<file path="config.mk">
export PLATFORM = sky130hd
export DESIGN_NAME = rtc_clock_prescale_divider
export DESIGN_NICKNAME = d
export VERILOG_FILES = /design/src/design/rtc_prescale_pkg.sv /design/src/design/rtc_clock_prescale_divider.sv
export SDC_FILE = /design/constraint.sdc
export NUM_CORES = 1
export LEC_CHECK = 0
export ABC_AREA = 1
export BUFFER_PORTS_ARGS = -buffer_cell sky130_fd_sc_hd__buf_2
export CAP_MARGIN = 0
export CELL_PAD_IN_SITES_DETAIL_PLACEMENT = 1
export CELL_PAD_IN_SITES_GLOBAL_PLACEMENT = 2
export CORE_MARGIN = 2
export CORE_UTILIZATION = 30
export DETAILED_ROUTE_END_ITERATION = 10
export PLACE_DENSITY = 0.8
export SKIP_CTS_REPAIR_TIMING = 1
export SYNTH_ARGS = -nofsm -noshare
export SYNTH_HDL_FRONTEND = slang
export SYNTH_SLANG_ARGS = --single-unit
</file>
<file path="constraint.sdc">
create_clock -name clk_in -period 3.79 [get_ports clk_in]
set_input_delay 0.5685 -clock clk_in [delete_from_list [all_inputs] [get_ports clk_in]]
set_output_delay 0.5685 -clock clk_in [all_outputs]
set_load 0.01 [all_outputs]
</file>
<file path="src/design/rtc_prescale_pkg.sv">
// Package: register map, field layout, reset values and prescale codes
package rtc_prescale_pkg;
  // --------------------------------------------------
  // Register byte offsets
  // --------------------------------------------------
  localparam logic [7:0] CTRL_OFS = 8'h00; // clock_source_prescale_ctrl
  localparam logic [7:0] PERIOD_OFS = 8'h04; // tick_period_reload
  localparam logic [7:0] UNLOCK_OFS = 8'h08; // write_unlock_flag
  localparam logic [7:0] DIVCNT_OFS = 8'h0c; // Live divider count, read only
  localparam logic [7:0] TICKCNT_OFS = 8'h10; // Half-second tick count, read only

  // --------------------------------------------------
  // Field positions and reset values
  // --------------------------------------------------
  localparam int TRIM_LSB = 11;
  localparam int TRIM_MSB = 15;
  localparam int PWR_LSB = 6;
  localparam int PS_LSB = 4;
  localparam int SRC_LSB = 0;
  localparam logic [15:0] CTRL_WMASK = 16'hf8f3; // Bits 10-8 and 3-2 unimplemented
  localparam logic [15:0] CTRL_RESET = 16'h0000;
  localparam logic [15:0] PERIOD_RESET = 16'h3fff;

  // --------------------------------------------------
  // Prescale codes and terminal counts
  // --------------------------------------------------
  localparam logic [1:0] PSC_1 = 2'b00;
  localparam logic [1:0] PSC_16 = 2'b01;
  localparam logic [1:0] PSC_64 = 2'b10;
  localparam logic [7:0] LAST_1 = 8'h00;
  localparam logic [7:0] LAST_16 = 8'h0f;
  localparam logic [7:0] LAST_64 = 8'h3f;
  localparam logic [7:0] LAST_256 = 8'hff;

  // --------------------------------------------------
  // AXI responses
  // --------------------------------------------------
  localparam logic [1:0] RESP_OKAY = 2'b00;
  localparam logic [1:0] RESP_SLVERR = 2'b10;
endpackage

</file>
<file path="src/design/rtc_clock_prescale_divider.sv">
// Real-time clock timebase: source select, prescalers, divider and AXI4-Lite registers
//
// What this block does
// - The tick prescaler divides the selected source by 1, 16, 64 or 256 for codes 00 to 11.
// - A separate power-control prescaler divides the same source with the same encoding.
// - The 16-bit period field sets the divider count period and an underflow ends each period.
// - The period register takes writes only while the unlock flag is 1, which software sets.
// - Control bits 10-8 and 3-2 read as zero and ignore writes.
//
// Our own choices: register access over AXI4-Lite and the register offsets.
module rtc_clock_prescale_divider
#(
  parameter int ADDR_W = 8
)
(
  input wire logic clk_in, // 50 MHz system clock
  input wire logic rst_in, // Asynchronous reset, active high
  input wire logic [3:0] src_pulse_in, // One-cycle pulses of the four clock sources
  output logic half_tick_out, // One-cycle half-second tick
  output logic pwr_tick_out, // One-cycle power-control tick
  output logic [4:0] fraction_trim_out, // Trim field, passed to the calendar
  input wire logic [ADDR_W-1:0] s_axi_awaddr, // Write address
  input wire logic s_axi_awvalid, // Write address valid
  output logic s_axi_awready, // Write address ready
  input wire logic [31:0] s_axi_wdata, // Write data
  input wire logic [3:0] s_axi_wstrb, // Write byte strobes
  input wire logic s_axi_wvalid, // Write data valid
  output logic s_axi_wready, // Write data ready
  output logic [1:0] s_axi_bresp, // Write response
  output logic s_axi_bvalid, // Write response valid
  input wire logic s_axi_bready, // Write response ready
  input wire logic [ADDR_W-1:0] s_axi_araddr, // Read address
  input wire logic s_axi_arvalid, // Read address valid
  output logic s_axi_arready, // Read address ready
  output logic [31:0] s_axi_rdata, // Read data
  output logic [1:0] s_axi_rresp, // Read response
  output logic s_axi_rvalid, // Read data valid
  input wire logic s_axi_rready // Read data ready
);
  import rtc_prescale_pkg::*;

  // --------------------------------------------------
  // Declarations
  // --------------------------------------------------
  logic [15:0] ctrl_q;
  logic [15:0] period_q;
  logic unlock_q;
  logic [ADDR_W-1:0] waddr_q;
  logic aw_have_q;
  logic [31:0] wdata_q;
  logic [3:0] wstrb_q;
  logic w_have_q;
  logic [1:0] bresp_q;
  logic bvalid_q;
  logic [31:0] rdata_q;
  logic [1:0] rresp_q;
  logic rvalid_q;
  logic [7:0] psc_cnt_q;
  logic [7:0] pwr_cnt_q;
  logic [15:0] div_cnt_q;
  logic [15:0] tick_cnt_q;
  logic half_tick_q;
  logic pwr_tick_q;
  logic do_write;
  logic [7:0] wofs;
  logic [7:0] rofs;
  logic ctrl_wr;
  logic src_hit;
  logic pre_tick;
  logic pwr_hit;
  logic underflow;
  logic [15:0] wdata16;

  // Terminal count of a prescaler for a two-bit code
  function automatic logic [7:0] last_count(input logic [1:0] code);
    case (code)
      PSC_1: last_count = LAST_1;
      PSC_16: last_count = LAST_16;
      PSC_64: last_count = LAST_64;
      default: last_count = LAST_256;
    endcase
  endfunction

  // Word-aligned byte offset, low byte of the address
  function automatic logic [7:0] word_ofs(input logic [ADDR_W-1:0] a);
    logic [7:0] full;
    full = 8'(a);
    word_ofs = {full[7:2], 2'b00};
  endfunction

  // Merge strobed low bytes into an old 16-bit value
  function automatic logic [15:0] merge16(input logic [15:0] old, input logic [31:0] d,
                                          input logic [3:0] s);
    merge16 = {s[1] ? d[15:8] : old[15:8], s[0] ? d[7:0] : old[7:0]};
  endfunction

  // --------------------------------------------------
  // AXI write channel
  // --------------------------------------------------
  // Address and data are caught independently so either may come first
  assign s_axi_awready = !aw_have_q && !bvalid_q;
  assign s_axi_wready = !w_have_q && !bvalid_q;
  assign do_write = aw_have_q && w_have_q && !bvalid_q;
  assign wofs = word_ofs(waddr_q);
  assign wdata16 = merge16(16'h0000, wdata_q, wstrb_q);
  assign ctrl_wr = do_write && (wofs == CTRL_OFS);

  // Address holding register
  always_ff @(posedge clk_in or posedge rst_in)
  begin
    if (rst_in)
    begin
      aw_have_q <= 1'b0;
      waddr_q <= '0;
    end
    else if (s_axi_awvalid && s_axi_awready)
    begin
      aw_have_q <= 1'b1;
      waddr_q <= s_axi_awaddr;
    end
    else if (do_write)
      aw_have_q <= 1'b0;
  end

  // Data holding register
  always_ff @(posedge clk_in or posedge rst_in)
  begin
    if (rst_in)
    begin
      w_have_q <= 1'b0;
      wdata_q <= '0;
      wstrb_q <= '0;
    end
    else if (s_axi_wvalid && s_axi_wready)
    begin
      w_have_q <= 1'b1;
      wdata_q <= s_axi_wdata;
      wstrb_q <= s_axi_wstrb;
    end
    else if (do_write)
      w_have_q <= 1'b0;
  end

  // Write response; unmapped offsets answer SLVERR
  always_ff @(posedge clk_in or posedge rst_in)
  begin
    if (rst_in)
    begin
      bvalid_q <= 1'b0;
      bresp_q <= RESP_OKAY;
    end
    else if (do_write)
    begin
      bvalid_q <= 1'b1;
      bresp_q <= (wofs <= TICKCNT_OFS) ? RESP_OKAY : RESP_SLVERR;
    end
    else if (s_axi_bready)
      bvalid_q <= 1'b0;
  end
  assign s_axi_bvalid = bvalid_q;
  assign s_axi_bresp = bresp_q;

  // --------------------------------------------------
  // Software registers
  // --------------------------------------------------
  // Control: unimplemented bits are masked so they always stay zero
  always_ff @(posedge clk_in or posedge rst_in)
  begin
    if (rst_in)
      ctrl_q <= CTRL_RESET;
    else if (ctrl_wr)
      ctrl_q <= merge16(ctrl_q, wdata_q, wstrb_q) & CTRL_WMASK;
  end

  // Period: a locked write is dropped silently, the bus still sees OKAY
  always_ff @(posedge clk_in or posedge rst_in)
  begin
    if (rst_in)
      period_q <= PERIOD_RESET;
    else if (do_write && (wofs == PERIOD_OFS) && unlock_q)
      period_q <= merge16(period_q, wdata_q, wstrb_q);
  end

  // Unlock flag, plain read/write bit 0
  always_ff @(posedge clk_in or posedge rst_in)
  begin
    if (rst_in)
      unlock_q <= 1'b0;
    else if (do_write && (wofs == UNLOCK_OFS) && wstrb_q[0])
      unlock_q <= wdata16[0];
  end

  // --------------------------------------------------
  // AXI read channel
  // --------------------------------------------------
  assign s_axi_arready = !rvalid_q;
  assign rofs = word_ofs(s_axi_araddr);

  // One cycle from address handshake to data
  always_ff @(posedge clk_in or posedge rst_in)
  begin
    if (rst_in)
    begin
      rvalid_q <= 1'b0;
      rdata_q <= '0;
      rresp_q <= RESP_OKAY;
    end
    else if (s_axi_arvalid && s_axi_arready)
    begin
      rvalid_q <= 1'b1;
      rresp_q <= RESP_OKAY;
      case (rofs)
        CTRL_OFS: rdata_q <= {16'h0000, ctrl_q};
        PERIOD_OFS: rdata_q <= {16'h0000, period_q};
        UNLOCK_OFS: rdata_q <= {31'h00000000, unlock_q};
        DIVCNT_OFS: rdata_q <= {16'h0000, div_cnt_q};
        TICKCNT_OFS: rdata_q <= {16'h0000, tick_cnt_q};
        default:
        begin
          rdata_q <= 32'h00000000;
          rresp_q <= RESP_SLVERR;
        end
      endcase
    end
    else if (s_axi_rready)
      rvalid_q <= 1'b0;
  end
  assign s_axi_rvalid = rvalid_q;
  assign s_axi_rdata = rdata_q;
  assign s_axi_rresp = rresp_q;

  // --------------------------------------------------
  // Timebase
  // --------------------------------------------------
  // Source mux, then terminal compares of both prescalers
  assign src_hit = src_pulse_in[ctrl_q[SRC_LSB +: 2]];
  assign pre_tick = src_hit && (psc_cnt_q == last_count(ctrl_q[PS_LSB +: 2]));
  assign pwr_hit = src_hit && (pwr_cnt_q == last_count(ctrl_q[PWR_LSB +: 2]));
  assign underflow = pre_tick && (div_cnt_q == 16'h0000);

  // Prescalers restart on any control write so a new ratio starts clean
  always_ff @(posedge clk_in or posedge rst_in)
  begin
    if (rst_in)
    begin
      psc_cnt_q <= 8'h00;
      pwr_cnt_q <= 8'h00;
    end
    else if (ctrl_wr)
    begin
      psc_cnt_q <= 8'h00;
      pwr_cnt_q <= 8'h00;
    end
    else if (src_hit)
    begin
      psc_cnt_q <= pre_tick ? 8'h00 : psc_cnt_q + 8'h01;
      pwr_cnt_q <= pwr_hit ? 8'h00 : pwr_cnt_q + 8'h01;
    end
  end

  // Down counter: period+1 prescaled ticks per underflow; new period taken at reload
  always_ff @(posedge clk_in or posedge rst_in)
  begin
    if (rst_in)
      div_cnt_q <= PERIOD_RESET;
    else if (underflow)
      div_cnt_q <= period_q;
    else if (pre_tick)
      div_cnt_q <= div_cnt_q - 16'h0001;
  end

  // Registered tick outputs and the tick counter
  always_ff @(posedge clk_in or posedge rst_in)
  begin
    if (rst_in)
    begin
      half_tick_q <= 1'b0;
      pwr_tick_q <= 1'b0;
      tick_cnt_q <= 16'h0000;
    end
    else
    begin
      half_tick_q <= underflow;
      pwr_tick_q <= pwr_hit;
      if (underflow)
        tick_cnt_q <= tick_cnt_q + 16'h0001;
    end
  end
  assign half_tick_out = half_tick_q;
  assign pwr_tick_out = pwr_tick_q;
  assign fraction_trim_out = ctrl_q[TRIM_MSB:TRIM_LSB];

  // --------------------------------------------------
  // Assertions
  // --------------------------------------------------
  // Helper: source pulses seen since the last prescaled tick
  logic [8:0] since_q;
  always_ff @(posedge clk_in or posedge rst_in)
  begin
    if (rst_in)
      since_q <= 9'h000;
    else if (ctrl_wr || pre_tick)
      since_q <= 9'h000;
    else if (src_hit)
      since_q <= since_q + 9'h001;
  end

  a_tick_prescale_ratio: assert property (@(posedge clk_in) disable iff (rst_in)
    pre_tick |-> (since_q == {1'b0, last_count(ctrl_q[PS_LSB +: 2])}))
    else $error("tick prescaler fired after wrong number of source pulses");
  a_pwr_tick_follows: assert property (@(posedge clk_in) disable iff (rst_in)
    (src_hit && ctrl_q[PWR_LSB +: 2] == PSC_1) |=> pwr_tick_out)
    else $error("power prescaler at 1:1 missed a source pulse");
  a_divider_reload: assert property (@(posedge clk_in) disable iff (rst_in)
    underflow |=> (div_cnt_q == $past(period_q)) && half_tick_out)
    else $error("divider did not reload on underflow");
  a_divider_hold: assert property (@(posedge clk_in) disable iff (rst_in)
    !pre_tick |=> $stable(div_cnt_q))
    else $error("divider moved without a prescaled tick");
  a_period_locked: assert property (@(posedge clk_in) disable iff (rst_in)
    !unlock_q |=> $stable(period_q))
    else $error("period changed while locked");
  a_ctrl_reserved: assert property (@(posedge clk_in) disable iff (rst_in)
    (ctrl_q[10:8] == 3'b000) && (ctrl_q[3:2] == 2'b00))
    else $error("unimplemented control bits not zero");
  a_half_tick_cause: assert property (@(posedge clk_in) disable iff (rst_in)
    half_tick_out |-> $past(pre_tick) && ($past(div_cnt_q) == 16'h0000))
    else $error("half tick without divider underflow");
  a_read_latency: assert property (@(posedge clk_in) disable iff (rst_in)
    (s_axi_arvalid && s_axi_arready) |=> s_axi_rvalid)
    else $error("read data not one cycle after address");
  c_half_tick: cover property (@(posedge clk_in) disable iff (rst_in) half_tick_out);
  c_locked_write: cover property (@(posedge clk_in) disable iff (rst_in)
    do_write && (wofs == PERIOD_OFS) && !unlock_q);
  c_ratio_256: cover property (@(posedge clk_in) disable iff (rst_in)
    pre_tick && (ctrl_q[PS_LSB +: 2] == 2'b11));
  c_back_to_back_read: cover property (@(posedge clk_in) disable iff (rst_in)
    s_axi_rvalid && s_axi_rready && s_axi_arvalid);
endmodule

</file>
==> impl_metrics.py <==
metrics = {
    "logic_synthesis": {
        "synthTopCellsByArea": "dfrtp_1 35%, nand2_1 14%, dfstp_2 11%",
        "synth_largest_area_cell": "dfrtp_1",
        "avgSynthCellArea_sq_um": 7.646,
        "synth_area_sq_um": 6820,
        "synth_seq_cells": 124,
        "synth_cell_types": 41,
        "syn_inst": 892,
        "ys_seq_area_share_pct": 46.01,
        "synth_warnings": 0,
        "yosysTopAreaCellShare_pct": 35.22,
    },
    "placement": {
        "placed_cell_area_sq_um": 7378,
        "hpwl_um": 14690,
        "gp_congestion": 0.8248,
        "io_buffers": 70,
    },
    "final_layout": {
        "ff_latch_area_sq_um": 3138,
        "areaGrowthSynthToFinish_pct": 16.71,
        "fillers": 2764,
        "n_antenna_cell": 0,
        "final_common_cell": "nand2_1",
        "drive_above_1_share_pct": 17.97,
        "multiInputGateArea_sq_um": 3048,
        "layout_common_cells": "250 x nand2_1, 100 x inv_1, 96 x dfrtp_1",
        "final_nets": 1030,
        "final_area_sq_um": 7960,
        "utilization_pct": 35.37,
    },
    "flow_run": {
        "cap_violations": 0,
    },
    "global_routing": {
        "grt.met3_usage_pct": 3.306,
        "grt-ovfl-total": 0,
        "grt_start_max_net_pins": 49,
        "use_met2_pct": 28.23,
        "antenna_found_initial": 0,
        "grt_usage_pct": 17.53,
        "use_met1_pct": 24.18,
        "grt-busiest-layer": "met2",
        "grt_pass1_wl_um": 32840,
        "grt_pass1_vias": 6047,
    },
    "power": {
        "vdd_drop_max_mv": 0.2676,
        "powerDensity_nw_per_um2": 593.0,
        "leakage_nw": 3.971,
    },
    "route": {
        "drcViolationCount": 0,
        "drt-pass1-iter-count": 4,
        "vias": 5907,
        "routedWlPerCell_um": 15.60,
        "via_per_inst": 4.692,
        "drt_wl_total_um": 19640,
        "drt-initial-drc-count": 284,
        "ant_nets": 0,
    },
    "cts": {
        "clock_latency_ps": 420,
        "clock-root-buffer": "clkbuf_16",
        "tritoncts": "built",
        "clkSinkCount": 124,
        "htree_levels": 4,
        "cts_made_buffers": 17,
        "cts.clk_slew.worst_paths_ps": 60,
        "ctsLongestPathBuffers": 2,
    },
    "floorplan": {
        "fp.dieH_um": 154.8,
        "fp.dieW_um": 154.8,
        "num_rows": 55,
        "pin_count": 111,
        "core_sq_um": 22500,
        "dieArea_sq_um": 23960,
        "start_util_pct": 30.31,
    },
    "critical_path": {
        "cpPeakStageDelay_ps": 520,
        "cp-end-kind": "flip-flop",
        "start_kind": "flip-flop",
        "cp_common_cell": "nand2_1",
        "critPathSlowestCell": "dfstp_2",
        "path_class": "flip-flop to flip-flop",
        "cp_max_fo": 24,
        "crit_path_cell_trace": "inv_1, ha_1, nand3_1, nor2_1, nand2_2, inv_2, nand3_1, nand2_1, nand2_1, nand2_1",
        "worstPathRequired_ps": 4100,
        "worst_ep_arrival_time_ps": 2600,
    },
    "timing": {
        "finalCritPeriodShare_pct": 60.29,
        "hold_viol_final": 0,
        "tns_ps": 0,
        "min_period_ps": 2285,
        "setup_viol": 0,
        "worstMarginPinSlew_ps": 783.1,
        "finClkSkew_ps": 13.17,
        "slew_headroom_pct": 47.51,
        "grt_setup_unrepaired": "no",
        "max_freq_mhz": 437.7,
        "slew_viol_final": 0,
    },
    "hold_path": {
        "hold_path_class": "input port to asynchronous set/reset pin",
    },
    "status": {
        "outcome": "complete, no violations",
    },
}
==> kinds of logic after synthesis <==
| group | Yosys count | share of synthesized area, % |
|---|---|---|
| AOI/OAI and AO/OA | 117 | 9.026 |
| xor gates and xnor gates | 23 | 2.954 |
| adders and majority gates | 5 | 0.9173 |
| buffers and inverters | 153 | 10.24 |
| DFF | 124 | 46.01 |
| muxes | 11 | 1.816 |
| other | 1 | 0.05498 |
| and+or+nand+nor | 458 | 28.99 |
==> worst max-delay path, delay by kind of cell, from the launching register on <==
family                     cells  cell delay [ps]
adders and majority gates      1              270
and+or+nand+nor                7             1070
DFF                            1              520
buffers and inverters          2              300
==> final cells by class <==
type | count | share of cell area [%]
Inverter | 109 | 5.187
Timing Repair Buffer | 78 | 5.313
Clock inverter | 12 | 1.745
Clock buffer | 19 | 5.564
Tap cell | 285 | 4.480
Multi-Input combinational cell | 632 | 38.29
Sequential cell | 124 | 39.42
==> worst paths after layout <==
check / cells after the start / slack (ps) / to / startpoint
max reg2reg: 10 / 1510 / div_cnt_q[14]$_DFFE_PP0P_ / div_cnt_q[0]$_DFFE_PP1P_
min reg2reg: 2 / 480 / s_axi_rdata[6]$_DFFE_PP0P_ / s_axi_rdata[6]$_DFFE_PP0P_
min in group clk_in: 2 / 320 / s_axi_bvalid$_DFFE_PP0P_ / s_axi_bready
max: 10 / 1510 / div_cnt_q[14]$_DFFE_PP0P_ / div_cnt_q[0]$_DFFE_PP1P_
min: 2 / 220 / wdata_q[13]$_DFFE_PP0P_ / rst_in
max in group asynchronous: 3 / 2780 / div_cnt_q[9]$_DFFE_PP1P_ / rst_in
==> registers in the layout (all words and copies together) (netlist names), 2 cells and up <==
signal,flops
period_q,16
waddr_q,6
ctrl_q,11
psc_cnt_q,8
wstrb_q,2
s_axi_rdata,16
div_cnt_q,16
tick_cnt_q,16
wdata_q,16
pwr_cnt_q,8
==> report_power, final <==
group          internal [mW]  switching [mW]
Sequential              1.66           0.227
Combinational          0.411           0.783
Clock                  0.987           0.654
Total                   3.06            1.66
==> metrics by stage <==
| step | hold slack, ps | worst slack, ps | std cells | total power [mW] |
|---|---|---|---|---|
| floorplan | 441.9 | 1719 | 909 | 2.759 |
| CTS | 227.5 | 1483 | 1259 | 4.788 |
| finish | 222.9 | 1505 | 1259 | 4.720 |
| detailed placement | 462.6 | 1503 | 1228 | 3.123 |
| global route | 249.9 | 1254 | 1259 | 5.072 |
| global placement | 454.7 | 1480 | 1228 | 3.076 |
==> metal layers <==
metal | part of all wire (%) | up-vias
li1 | - | 2954
met1 | 49 | 2845
met2 | 47 | 94
met3 | 3.1 | 14
met4 | 1.2 | 0
met5 | 0 | -
==> synth_stat cells <==
| library cell | instances |
|---|---|
| a21oi_1 | 28 |
| a21oi_2 | 2 |
| a31oi_1 | 1 |
| and2_1 | 1 |
| buf_1 | 1 |
| buf_2 | 3 |
| buf_4 | 24 |
| buf_6 | 4 |
| clkbuf_1 | 12 |
| clkinv_1 | 4 |
| conb_1 | 1 |
| dfrtp_1 | 96 |
| dfstp_2 | 28 |
| ha_1 | 5 |
| inv_1 | 101 |
| inv_2 | 4 |
| mux2_2 | 11 |
| nand2_1 | 250 |
| nand2_2 | 4 |
| nand2_4 | 1 |
| nand3_1 | 58 |
| nand3_2 | 1 |
| nand3b_1 | 1 |
| nand4_1 | 24 |
| nand4_2 | 1 |
| nor2_1 | 90 |
| nor2_2 | 5 |
| nor2_4 | 3 |
| nor3_1 | 12 |
| nor3_2 | 1 |
| nor4_1 | 1 |
| nor4_4 | 1 |
| o211ai_1 | 1 |
| o21ai_0 | 67 |
| o21ai_1 | 6 |
| o21ai_2 | 1 |
| o21bai_1 | 1 |
| o22ai_1 | 10 |
| or2_1 | 1 |
| or2_2 | 3 |
| xor2_1 | 23 |
No activity file was read; power rests on OpenSTA's default activity.
